$ cat config.mk
export PLATFORM = sky130hd
export DESIGN_NAME = rtci_slave
export DESIGN_NICKNAME = d
export VERILOG_FILES = /design/src/rtl/rtci_pkg.sv /design/src/rtl/rtci_slave.sv /design/src/rtl/rtci_pin_sync.sv
export VERILOG_INCLUDE_DIRS = /design/src /design/src/rtl
export SDC_FILE = /design/constraint.sdc
export NUM_CORES = 1
export LEC_CHECK = 0
export ABC_AREA = 0
export BUFFER_PORTS_ARGS = -buffer_cell sky130_fd_sc_hd__buf_2
export CAP_MARGIN = 20
export CORE_MARGIN = 2
export CORE_UTILIZATION = 59
export DETAILED_ROUTE_END_ITERATION = 8
export HOLD_SLACK_MARGIN = 0.06
export PLACE_DENSITY_LB_ADDON = 0.05
export SYNTH_ARGS = -nofsm -noshare
export SYNTH_HDL_FRONTEND = slang
export SYNTH_SLANG_ARGS = --single-unit
$ cat constraint.sdc
create_clock -name sys_clk -period 4.7 [get_ports sys_clk]
set_input_delay 0.47 -clock sys_clk [delete_from_list [all_inputs] [get_ports sys_clk]]
set_output_delay 0.47 -clock sys_clk [all_outputs]
set_load 0.005 [all_outputs]
$ cat src/rtl/rtci_map.svh
// Purpose: named constants of the clock module's two-wire slave port
// Assumes: included by bare name from every file that needs it
// Notes:   definitions only
`ifndef RTCI_MAP_SVH
`define RTCI_MAP_SVH

// ============================================================
// bus identity and framing
`define RTCI_SLAVE_ADDR   7'h32
`define RTCI_BYTE_BITS    4'h8
`define RTCI_LAST_BIT     4'h7
`define RTCI_RW_READ      1'h1
`define RTCI_ACK_LEVEL    1'h0
`define RTCI_PTR_RESET    8'h00

// ============================================================
// timing
`define RTCI_CLK_MHZ      250
`define RTCI_TIMEOUT_MS   950

`endif

$ cat src/rtl/rtci_pkg.sv
// Purpose: shared types of the two-wire slave port
// Assumes: nothing
// Notes:   constants live in rtci_map.svh
package rtci_pkg;

    // ============================================================
    // synchronised pin with its edges
    typedef struct packed {
        logic lvl;
        logic rise;
        logic fall;
    } rtci_pin_t;

    // ============================================================
    // port states
    typedef enum logic [2:0] {
        ST_IDLE   = 3'b000,
        ST_RX     = 3'b001,
        ST_RX_ACK = 3'b010,
        ST_TX     = 3'b011,
        ST_TX_ACK = 3'b100,
        ST_WAIT   = 3'b101
    } rtci_state_t;

    // meaning of the byte being received
    typedef enum logic [1:0] {
        K_ADDR = 2'b00,
        K_PTR  = 2'b01,
        K_DATA = 2'b10
    } rtci_kind_t;

endpackage

$ cat src/rtl/rtci_slave.sv
// Purpose: two-wire slave port of a real-time clock module
// Assumes: bus pins are open drain, pulled up outside; reg_rdata follows
//          reg_raddr within one clock
// Notes:   both pins pass two flops; equal delay keeps their order
// What this block does
// - SDA fall with SCL high starts
// - SDA rise with SCL high stops
// - start inside transaction is repeated start
// - drive SDA only while SCL low
// - stop accepted anywhere, transaction aborted
// - 0.95 s transaction clears port to standby
// - after timeout, writes dropped, reads all ones
// - eight-bit bytes, MSB first, unlimited count
// - receiver drives ACK low on ninth clock
// - ACK released at ninth fall for data
// - master NACK: release SDA, await stop
// - answer only to address 0110010
// - address bit 0 selects direction
// - write: pointer byte, then data, all ACKed
// - pointer advances after each data byte
// - pointer wraps inside its 16-byte bank
// - addressed read via pointer write, repeated start
// - direct read continues after last address
// - calendar frozen during communication
`timescale 1ns/10ps
`include "rtci_map.svh"
module rtci_slave import rtci_pkg::*; #(
    parameter int TIMEOUT_CYC = `RTCI_TIMEOUT_MS * `RTCI_CLK_MHZ * 1000
) (
    input  wire logic       sys_clk,
    input  wire logic       sys_rst,
    input  wire logic       scl_in,
    input  wire logic       sda_in,
    output wire logic       sda_out,
    output wire logic       sda_oe_n,
    output wire logic [7:0] reg_raddr,
    input  wire logic [7:0] reg_rdata,
    output wire logic [7:0] reg_waddr,
    output wire logic [7:0] reg_wdata,
    output wire logic       reg_we,
    output wire logic       freeze,
    output wire logic       bus_timeout
);
    localparam int TW = $clog2(TIMEOUT_CYC + 1);

    rtci_pin_t   scl_ev;
    rtci_pin_t   sda_ev;
    rtci_state_t state_r;
    rtci_kind_t  kind_r;
    logic [3:0]  bitcnt_r;
    logic [7:0]  shift_r;
    logic        rw_r;
    logic        mack_r;
    logic        oe_n_r;
    logic [7:0]  ptr_r;
    logic [7:0]  waddr_r;
    logic [7:0]  wdata_r;
    logic        we_r;
    logic        freeze_r;
    logic        tmo_r;
    logic [TW-1:0] tmo_cnt_r;

    logic start_ev;
    logic stop_ev;
    logic tmo_hit;
    logic byte_done;
    logic addr_hit;
    logic load_tx;
    logic tx_done;
    logic ptr_adv;

    // next pointer, wrapping inside the 16-byte bank
    function automatic logic [7:0] ptr_inc(input logic [7:0] p);
        ptr_inc = {p[7:4], p[3:0] + 4'h1};
    endfunction

    // ============================================================
    // pin synchronisers
    rtci_pin_sync u_scl (
        .sys_clk (sys_clk),
        .sys_rst (sys_rst),
        .pin     (scl_in),
        .ev      (scl_ev)
    );

    rtci_pin_sync u_sda (
        .sys_clk (sys_clk),
        .sys_rst (sys_rst),
        .pin     (sda_in),
        .ev      (sda_ev)
    );

    // ============================================================
    // bus conditions and byte events
    assign start_ev  = sda_ev.fall & scl_ev.lvl;
    assign stop_ev   = sda_ev.rise & scl_ev.lvl;
    assign tmo_hit   = (state_r != ST_IDLE) && (tmo_cnt_r == TW'(TIMEOUT_CYC - 1));
    assign byte_done = (state_r == ST_RX) && scl_ev.fall && (bitcnt_r == `RTCI_BYTE_BITS);
    assign addr_hit  = (shift_r[7:1] == `RTCI_SLAVE_ADDR);
    assign load_tx   = scl_ev.fall && (((state_r == ST_RX_ACK) && (kind_r == K_ADDR)
                       && (rw_r == `RTCI_RW_READ)) || ((state_r == ST_TX_ACK) && mack_r));
    assign tx_done   = (state_r == ST_TX) && scl_ev.fall && (bitcnt_r == `RTCI_LAST_BIT);
    // a timed-out transfer must not move the pointer either
    assign ptr_adv   = ((byte_done && (kind_r == K_DATA)) || tx_done) && !tmo_hit;

    // ============================================================
    // port state machine; conditions override byte progress
    always_ff @(posedge sys_clk) begin
        if (sys_rst) begin
            state_r  <= ST_IDLE;
            kind_r   <= K_ADDR;
            bitcnt_r <= 4'h0;
            shift_r  <= 8'h00;
            rw_r     <= 1'b0;
            mack_r   <= 1'b0;
            oe_n_r   <= 1'b1;
        end else begin
            case (state_r)
                ST_RX: begin
                    if (scl_ev.rise) begin
                        shift_r  <= {shift_r[6:0], sda_ev.lvl};
                        bitcnt_r <= bitcnt_r + 4'h1;
                    end else if (byte_done) begin
                        // unknown address: stay silent till the next condition
                        if (kind_r == K_ADDR && !addr_hit) begin
                            state_r <= ST_WAIT;
                        end else begin
                            state_r <= ST_RX_ACK;
                            oe_n_r  <= `RTCI_ACK_LEVEL;
                        end
                        if (kind_r == K_ADDR) begin
                            rw_r <= shift_r[0];
                        end
                    end
                end
                ST_RX_ACK: begin
                    if (scl_ev.fall) begin
                        bitcnt_r <= 4'h0;
                        if (load_tx) begin
                            // first data bit goes out as the ACK ends
                            shift_r <= reg_rdata;
                            oe_n_r  <= reg_rdata[7];
                            state_r <= ST_TX;
                        end else begin
                            oe_n_r  <= 1'b1;
                            state_r <= ST_RX;
                            kind_r  <= (kind_r == K_ADDR) ? K_PTR : K_DATA;
                        end
                    end
                end
                ST_TX: begin
                    if (tx_done) begin
                        oe_n_r   <= 1'b1;
                        state_r  <= ST_TX_ACK;
                    end else if (scl_ev.fall) begin
                        shift_r  <= {shift_r[6:0], 1'b1};
                        oe_n_r   <= shift_r[6];
                        bitcnt_r <= bitcnt_r + 4'h1;
                    end
                end
                ST_TX_ACK: begin
                    if (scl_ev.rise) begin
                        mack_r <= (sda_ev.lvl == `RTCI_ACK_LEVEL);
                    end else if (load_tx) begin
                        shift_r  <= reg_rdata;
                        oe_n_r   <= reg_rdata[7];
                        bitcnt_r <= 4'h0;
                        state_r  <= ST_TX;
                    end else if (scl_ev.fall) begin
                        state_r <= ST_WAIT;
                    end
                end
                ST_WAIT: begin
                    oe_n_r <= 1'b1;
                end
                default: begin
                    oe_n_r <= 1'b1;
                end
            endcase
            // timeout and stop release the line at once
            if (tmo_hit) begin
                state_r <= ST_IDLE;
                oe_n_r  <= 1'b1;
            end
            if (stop_ev) begin
                state_r <= ST_IDLE;
                oe_n_r  <= 1'b1;
            end
            if (start_ev) begin
                state_r  <= ST_RX;
                kind_r   <= K_ADDR;
                bitcnt_r <= 4'h0;
                mack_r   <= 1'b0;
                oe_n_r   <= 1'b1;
            end
        end
    end

    // ============================================================
    // register pointer; kept across transactions for direct reads
    always_ff @(posedge sys_clk) begin
        if (sys_rst) begin
            ptr_r <= `RTCI_PTR_RESET;
        end else if (byte_done && kind_r == K_PTR && !tmo_hit) begin
            ptr_r <= shift_r;
        end else if (ptr_adv) begin
            ptr_r <= ptr_inc(ptr_r);
        end
    end

    // ============================================================
    // write strobe; address held apart since the pointer moves on
    always_ff @(posedge sys_clk) begin
        if (sys_rst) begin
            we_r    <= 1'b0;
            waddr_r <= `RTCI_PTR_RESET;
            wdata_r <= 8'h00;
        end else begin
            we_r <= byte_done && (kind_r == K_DATA) && !tmo_hit;
            if (byte_done && kind_r == K_DATA) begin
                waddr_r <= ptr_r;
                wdata_r <= shift_r;
            end
        end
    end

    // ============================================================
    // transaction timer, started only by a start from standby
    always_ff @(posedge sys_clk) begin
        if (sys_rst) begin
            tmo_cnt_r <= '0;
            tmo_r     <= 1'b0;
        end else begin
            tmo_r <= tmo_hit;
            if (start_ev && state_r == ST_IDLE) begin
                tmo_cnt_r <= '0;
            end else if (state_r != ST_IDLE && !tmo_hit) begin
                tmo_cnt_r <= tmo_cnt_r + TW'(1);
            end
        end
    end

    // calendar hold while the bus is busy; updates resume after
    always_ff @(posedge sys_clk) begin
        if (sys_rst) begin
            freeze_r <= 1'b0;
        end else begin
            freeze_r <= (state_r != ST_IDLE);
        end
    end

    // open drain: only ever pulls low
    assign sda_out     = 1'b0;
    assign sda_oe_n    = oe_n_r;
    assign reg_raddr   = ptr_r;
    assign reg_waddr   = waddr_r;
    assign reg_wdata   = wdata_r;
    assign reg_we      = we_r;
    assign freeze      = freeze_r;
    assign bus_timeout = tmo_r;
endmodule

$ cat src/rtl/rtci_pin_sync.sv
// Purpose: two-flop synchroniser with edge finding for one bus pin
// Assumes: pin is asynchronous to sys_clk
// Notes:   first stage feeds only the second stage
`timescale 1ns/10ps
module rtci_pin_sync import rtci_pkg::*; (
    input  wire logic      sys_clk,
    input  wire logic      sys_rst,
    input  wire logic      pin,
    output rtci_pin_t      ev
);
    logic meta_r;
    logic sync_r;
    logic prev_r;

    // ============================================================
    // idle bus is high, so reset to high avoids a false edge
    always_ff @(posedge sys_clk) begin
        if (sys_rst) begin
            meta_r <= 1'b1;
            sync_r <= 1'b1;
            prev_r <= 1'b1;
        end else begin
            meta_r <= pin;
            sync_r <= meta_r;
            prev_r <= sync_r;
        end
    end

    assign ev.lvl  = sync_r;
    assign ev.rise = sync_r & ~prev_r;
    assign ev.fall = ~sync_r & prev_r;
endmodule

Word-level counts from Yosys, hierarchy flattened
Cells that the tools add are included.

Bits in registers: 81. Latch bits: 0. Memory bits (writable): 0. Memory bits (read-only): 0. Input bits: 12. Output and inout bits: 29. Logic and storage cells: 143. Memories kept: 0.

$add $sub $neg: 3. Multipliers: 0. Div/mod/pow operators: 0. $lt $le $gt $ge: 0. Equal/unequal tests: 28. Shift-type cells: 0. Multiplexer cells: 40. Bitwise logic cells: 12. Reduce and logical (&&, ||, !) cells: 38.

Operators by type and width (count): $mux 8 (7); $pmux 8 s4 (1); $add 28x1->28 const B (1); $eq 28x28->1 const B (1); $mux 4 (7); $reduce_and 7->1 (4); $ne 5x5->1 const B (5); $mux 3 (8); $ne 2x2->1 const B (10); $logic_and 1x1->1 (17); $pmux 4 s4 (1); $mux 1 (12); $pmux 3 s4 (1); $add 4x1->4 const B (2); $eq 7x6->1 const B (1); $reduce_bool 7->1 (1); $and 1x1->1 (6); $eq 3x2->1 const B (2); $ne 3x3->1 const B (2); $ne 6x6->1 const B (1); $not 1->1 (6); $reduce_and 6->1 (1); $eq 4x3->1 const B (1); $eq 4x4->1 const B (1); 18 further kinds (22).

Depth between registers and ports, before layout
Gate-level depths: netlist of run 1.

Word-level depth: 11. Depth in mapped cells: 9. Mapped depth without buffers: 7.

By module
Synthesis of run 1 repeated with hierarchy kept, for this count alone.

Cells, all modules: 475. Area total of the unflattened synthesis: 4005.1 um2.

Modules (own cells, without submodules): rtci_slave (instances 1, cells an instance 457, area an instance 3804.9 um2, seq. area each 1501.4 um2); rtci_pin_sync (instances 2, cells an instance 9, area an instance 100.1 um2, seq. area each 60.1 um2).

Least setup slack after synthesis of run 1
Ideal clock, no wire load.

Path kind: flip-flop to flip-flop. From: register tmo_cnt_r[22]. To: register tmo_cnt_r[4]. Library setup time: 0.072 ns. Arrival time: 1.878 ns. Required time: 4.628 ns. Slack: 2.751 ns. Cell stages (with the launch flop): 7. Path buffers: 1. Period minus slack after synthesis: 1.949 ns. Cell sequence: dfxtp_1 or4_4 nor4_4 a31oi_1 buf_2 nand4_1 mux2i_1.

Longest elaborated chain between the ends: 4.

RTL lines: start, declared (line rtci_slave.sv:61) `logic [TW-1:0] tmo_cnt_r;`; start signal, assigned (line rtci_slave.sv:238) `tmo_cnt_r <= tmo_cnt_r + TW'(1);`; $eq 28x28->1 (line rtci_slave.sv:97) `assign tmo_hit = (state_r != ST_IDLE) && (tmo_cnt_r == TW'(TIMEOUT_CYC - 1));`; $logic_and 1x1->1 (line rtci_slave.sv:97); $logic_not 1->1 (line rtci_slave.sv:237) `end else if (state_r != ST_IDLE && !tmo_hit) begin`; $logic_and 1x1->1 (line rtci_slave.sv:237).

No other way between the ends. A chain may end at the register's enable or synchronous reset.

Worst setup path in the final report of run 1
From: register tmo_cnt_r[0]. To: register ptr_r[3] (netlist: reg_raddr[3]).

Longest elaborated chain between the ends: 5. Elaborated cells between the ends (all ways): 7. Classes of those cells: eq/ne (1); mux (1); reduce/logical (5).

RTL lines: $eq 28x28->1 * (line rtci_slave.sv:97); $logic_and 1x1->1 * (line rtci_slave.sv:97); $logic_not 1->1 * (line rtci_slave.sv:104, rtci_slave.sv:204); $logic_and 1x1->1 (on tied branches) (line rtci_slave.sv:204, rtci_slave.sv:104); $mux 8 or $reduce_bool 2->1 (tied branches); end signal, assigned (line rtci_slave.sv:203) `` ptr_r <= `RTCI_PTR_RESET; ``; end signal, assigned (line rtci_slave.sv:205) `ptr_r <= shift_r;`; end signal, assigned (line rtci_slave.sv:207) `ptr_r <= ptr_inc(ptr_r);`; end, declared (line rtci_slave.sv:55) `logic [7:0] ptr_r;`.

Every way passes the cells marked *; elsewhere a longest branch is shown, timed or not. The select of a mux whose other input is x is not followed.

==> results.json, run 1 <==
{
  "status": "complete, no violations",
  "viasPerCell": 6.11,
  "seq_area_frac_synth": 0.393,
  "dp_slack_ps": 1970,
  "cp-end-kind": "flop",
  "power_density_mw_per_mm2": 310,
  "hpwl_microns": 6640,
  "cts_hold_buffers": 0,
  "synth_top_cell_area_share": 0.393,
  "synth-seq-cells": 81,
  "syn-cell-area_sq_mm": 0.00412,
  "overflow": 0,
  "path_cells": "ha_1, nand4_1, nor3_1, a41oi_2, o211ai_1, a221oi_2",
  "grt_pass1_vias": 3495,
  "routabilityCongestion": 0.888,
  "synth.most_common_cell": "dfxtp_1",
  "cts-root-buf": "clkbuf_8",
  "post_cts_buffers": 0,
  "multi_input_area_sq_mm": 0.00231,
  "period_minus_slack_ps": 2640,
  "fin_crit_sh": 0.561,
  "drv_slew": 0,
  "vias": 3620,
  "drc": 0,
  "synth_edf_count": 0,
  "grt_pass1_wl_microns": 16400,
  "holdWs_ps": 298,
  "yosysWarnings": 0,
  "synthArstFlopShare": 0,
  "tritoncts": "yes",
  "first_iter_violations": 168,
  "p_leak_nw": 1.80,
  "antenna_left": 0,
  "path_clk_slew_ps": 90,
  "drive_gt1_frac": 0.149,
  "setup_slack_ps": 2060,
  "htreeDepth": 3,
  "timing.max_cap.violations": 0,
  "finalInstanceArea_sq_mm": 0.00459,
  "regArea_sq_mm": 0.00162,
  "path_max_fanout": 15,
  "nets": 508,
  "clkSinkCount": 81,
  "synthTopCellsByArea": "dfxtp_1, mux2i_1, a21oi_1, nor2_1, nand2_1",
  "ir_drop_mv": 0.167,
  "numPortBuffers": 39,
  "avgSynthCellArea_sq_um": 8.76,
  "die-area_sq_mm": 0.00767,
  "relSlewSlack": 0.430,
  "routed_wl_microns": 9570,
  "placed_area_sq_mm": 0.00429,
  "clock-skew-final_ps": 8.01,
  "setup-violations-final": 0,
  "cpMaxStageDelayCell": "nor3_1",
  "synthDistinctLibCells": 65,
  "cts_buffers": 9,
  "synthesis.nets": 487,
  "wire_per_inst_microns": 16.2,
  "synthTopCellsByCount": "dfxtp_1, nor2_1, mux2i_1, nand2_1, a21oi_1",
  "fill_cells": 589,
  "crit_path_max_incr_delay_ps": 600,
  "insertion_delay_ps": 350,
  "hp-class": "in -> reg",
  "cp_data_required_time_ps": 4910,
  "rows": 30,
  "crit_buf_inv": 0,
  "grt_max_degree": 47,
  "arrival_ps": 2840,
  "cts_buffer_depth": 2,
  "grt_usage": 0.268,
  "tns_ps": 0,
  "die_y_microns": 87.6,
  "worst_pin_slew_ps": 850,
  "die_x_microns": 87.6,
  "syn2layout_area_growth_pct": 11.2,
  "rsz0062_at_grt": "false",
  "critPathKind": "reg -> reg",
  "cp_top_family": "simple AND/OR/NAND/NOR gates",
  "post_cts_resized": 0,
  "syn_inst": 471,
  "critical_path.startpoint_type": "flop",
  "initial_utilization": 0.607,
  "diodes": 0,
  "finalHoldViolations": 0,
  "fmax_ghz": 0.379,
  "first_pass_iters": 4,
  "synth_ff_type": "dfxtp_1",
  "core_area_sq_mm": 0.00679,
  "pin_count": 41,
  "synth_top_area_cell": "dfxtp_1",
  "antenna_found_initial": 0
}
## stage by stage
stage,util,total power (W),instances
final,0.675,0.00142,592
after global routing,0.675,0.00146,592
after CTS,0.671,0.00143,589
after detailed placement,0.632,0.000768,574
after global placement,0.632,0.000767,574
after floorplan,-,0.000755,471
## cell families after synthesis
logic type,Yosys count,synth area share
compound gates,111,0.188
xor+xnor,4,0.00850
fa+ha+maj,4,0.0121
buf+inv,41,0.0467
flops,81,0.393
mux,37,0.0898
other cells,1,0.000909
simple gates,192,0.261
## routing by layer
layer  wire length [microns]  global-route usage  up-vias  share of wire
met1                    4200               0.335     1737           0.44
met4                     136               0.106        0          0.014
li1                        -                   -     1790              -
met3                     299              0.0415       12          0.031
met5                       0                   0        -              0
met2                    4940               0.465       81           0.52
## report_power, final
part	internal, W	switching (W)	total (W)
Combinational	0.0000193	0.0000363	0.0000556
Sequential	0.000690	0.00000686	0.000697
Clock	0.000408	0.000259	0.000667
## area by class of cell
cell class,count,share of cell area
tap,96,0.0262
clock buffer,9,0.0270
timing repair buffer,45,0.0540
sequential,81,0.354
clock inverter,6,0.0306
multi-input combinational,349,0.504
inverter,6,0.00491
## cells in the final DEF (no fill, tap or decap), drive strengths merged, types with 3 or more instances in the layout
cell type	netlist	final
and3	7	7
nor4	5	5
o21ai	13	13
nand3	9	9
nor2	43	43
a31oi	8	8
a311oi	8	8
nor4bb	3	3
nor2b	7	7
xnor2	3	3
or3	5	5
a21oi	33	33
a41o	3	3
nor3	9	9
or2	7	7
nand3b	5	5
a211oi	3	3
inv	6	7
mux2i	37	37
buf	16	45
o22ai	3	3
nand4	12	12
and2	6	6
or4	13	13
and4	5	5
ha	4	4
o21bai	3	3
bufinv	0	4
o311ai	4	4
nand2b	11	11
o31ai	13	13
dfxtp	81	81
nand2	36	36
clkbuf	19	9
## registers in the layout, summed over array words and instances (netlist names), 2 cells and up
register and flops:
reg_waddr 8, reg_wdata 8, bitcnt_r 4, kind_r 2
shift_r 8, reg_raddr 8, tmo_cnt_r 28, state_r 3
## final timing paths
check | cells past startpoint | end | slack (ps) | startpoint
hold reg to reg | 1 | u_scl.sync_r | 420 | u_scl.meta_r
setup / recovery | 6 | reg_raddr[3] | 2060 | tmo_cnt_r[0]
setup reg to reg | 6 | reg_raddr[3] | 2060 | tmo_cnt_r[0]
hold / removal | 2 | u_scl.meta_r | 300 | scl_in
Note: power is estimated with default switching activity, not from simulation.
==> inputs of run 2 (changes only) <==
Settings changed: CORE_UTILIZATION 59 to 53.
Clock period 4.7 ns to 2.2 ns, I/O delays scaled along.
==> run 2 against run 1 <==
Net effect: combinational power up 140%; core utilization down 5.7 points; clock-buffer cell count up 1; sequential power up 110%; critical path depth down 1; via count up 1.7%; first-iteration DRC count up 30%; maximum frequency up 26%.
==> results.json, run 2 (synthesized netlist as in run 1, its figures left out) <==
{
  "cp_data_required_time_ps": 2420,
  "path_cells": "or4_4, nor4_4, a31o_4, nor4_1, mux2i_1",
  "critical_path.startpoint_type": "flop",
  "cpMaxStageDelayCell": "or4_4",
  "total_power_w": 0.00275,
  "setup-violations-final": 0,
  "vias": 3681,
  "post_cts_buffers": 0,
  "power_density_mw_per_mm2": 583,
  "first_iter_violations": 219,
  "diodes": 0,
  "drive_gt1_frac": 0.192,
  "critPathKind": "reg -> reg",
  "drc": 0,
  "relSlewSlack": 0.599,
  "p_leak_nw": 1.88,
  "clock-skew-final_ps": 12.2,
  "path_max_fanout": 33,
  "worstReg2RegStart": "tmo_cnt_r[22]",
  "final_common_cell": "dfxtp_1",
  "mostFrequentLayoutCells": "dfxtp_1, nor2_1, buf_2",
  "ir_drop_mv": 0.401,
  "fmax_ghz": 0.477,
  "htreeDepth": 3,
  "nets": 531,
  "setup_slack_ps": 103,
  "cts_buffers": 9,
  "dp_slack_ps": 97.3,
  "insertion_delay_ps": 340,
  "numPortBuffers": 39,
  "grt_max_degree": 34,
  "status": "complete, no violations",
  "cts_buffer_depth": 2,
  "die-area_sq_mm": 0.00850,
  "grt_pass1_wl_microns": 16800,
  "crit_path_max_incr_delay_ps": 550,
  "antenna_left": 0,
  "grt_usage": 0.243,
  "arrival_ps": 2310,
  "syn2layout_area_growth_pct": 14.6,
  "endpoint": "tmo_cnt_r[26]",
  "fin_crit_sh": 0.953,
  "overflow": 0,
  "timing.max_cap.violations": 0,
  "antenna_found_initial": 0,
  "hp-class": "in -> reg",
  "period_minus_slack_ps": 2100,
  "largest_register": "tmo_cnt_r",
  "cp-end-kind": "flop",
  "fill_cells": 683,
  "initial_utilization": 0.539,
  "die_x_microns": 92.2,
  "r2r_end": "tmo_cnt_r[26]",
  "cts-root-buf": "clkbuf_8",
  "routed_wl_microns": 9890,
  "first_pass_iters": 5,
  "hpwl_microns": 7060,
  "rows": 32,
  "pin_count": 41,
  "die_y_microns": 92.2,
  "core_area_sq_mm": 0.00765,
  "wire_per_inst_microns": 15.9,
  "viasPerCell": 5.92,
  "cp-startpoint": "tmo_cnt_r[22]",
  "post-route-util": 0.618,
  "drv_slew": 0,
  "ff2ff_path_depth": 5,
  "regToRegSetupSlack_ps": 100,
  "clkSinkCount": 81,
  "finalHoldViolations": 0,
  "path_clk_slew_ps": 90,
  "worst_pin_slew_ps": 602,
  "tritoncts": "yes",
  "grt_pass1_vias": 3404,
  "holdWs_ps": 230,
  "largest_register_ffs": 28,
  "rsz0062_at_grt": "true",
  "routabilityCongestion": 0.905
}
-- run 2: worst min-delay path by stage --
stage / start / end / slack (ps) / cells past startpoint
after floorplan: scl_in / u_scl.meta_r / 320 / 1
after global placement: u_scl.meta_r / u_scl.sync_r / 390 / 1
after detailed placement: u_sda.meta_r / u_sda.sync_r / 400 / 1
after CTS: reg_rdata[5] / shift_r[5] / 220 / 3
after global routing: reg_rdata[1] / shift_r[1] / 240 / 3
final: reg_rdata[5] / shift_r[5] / 230 / 3
-- run 2: area by class of cell --
cell class | instances | area, sq um | share of cell area
flip-flops and latches | 81 | 1620 | 0.343
clock buffers | 10 | 138 | 0.0291
clock inverters | 6 | 71.3 | 0.0151
repair buffers | 68 | 418 | 0.0884
multi-input cells | 349 | 2330 | 0.492
well taps | 102 | 128 | 0.0270
inverters | 6 | 22.5 | 0.00477
-- run 2: metrics by stage --
| stage | cell area [sq um] | setup TNS [ps] | cells |
|---|---|---|---|
| after floorplan | 4120 | 0 | 471 |
| after global placement | 4480 | 0 | 604 |
| after detailed placement | 4480 | 0 | 604 |
| after CTS | 4710 | 0 | 622 |
| after global routing | 4730 | -122 | 622 |
| final | 4730 | 0 | 622 |
-- run 2: timing repair --
item,4_1_cts,5_1_grt
resized for setup,0,4
hold endpoints to repair,2,0
hold buffers,2,0
setup endpoints to repair,0,26
-- run 2: routing by layer --
layer | up-vias | global-route usage | routed length, microns | part of all wire
li1 | 1840 | - | - | -
met1 | 1738 | 0.354 | 4930 | 0.50
met2 | 96 | 0.380 | 4380 | 0.44
met3 | 7 | 0.0419 | 510 | 0.052
met4 | 0 | 0.0522 | 69 | 0.0070
met5 | - | 0 | 0 | 0
-- run 2: power breakdown --
part           switching, W  internal (W)  leakage [nW]
Clock              0.000567      0.000568        0.0999
Combinational     0.0000828     0.0000497          1.13
Sequential        0.0000128       0.00148         0.654
-- run 2: critical path, delay by kind of cell, from the launching register on --
family,cells,cell delay [ps]
flops,1,340
simple gates,3,1080
compound gates,1,430
mux,1,130
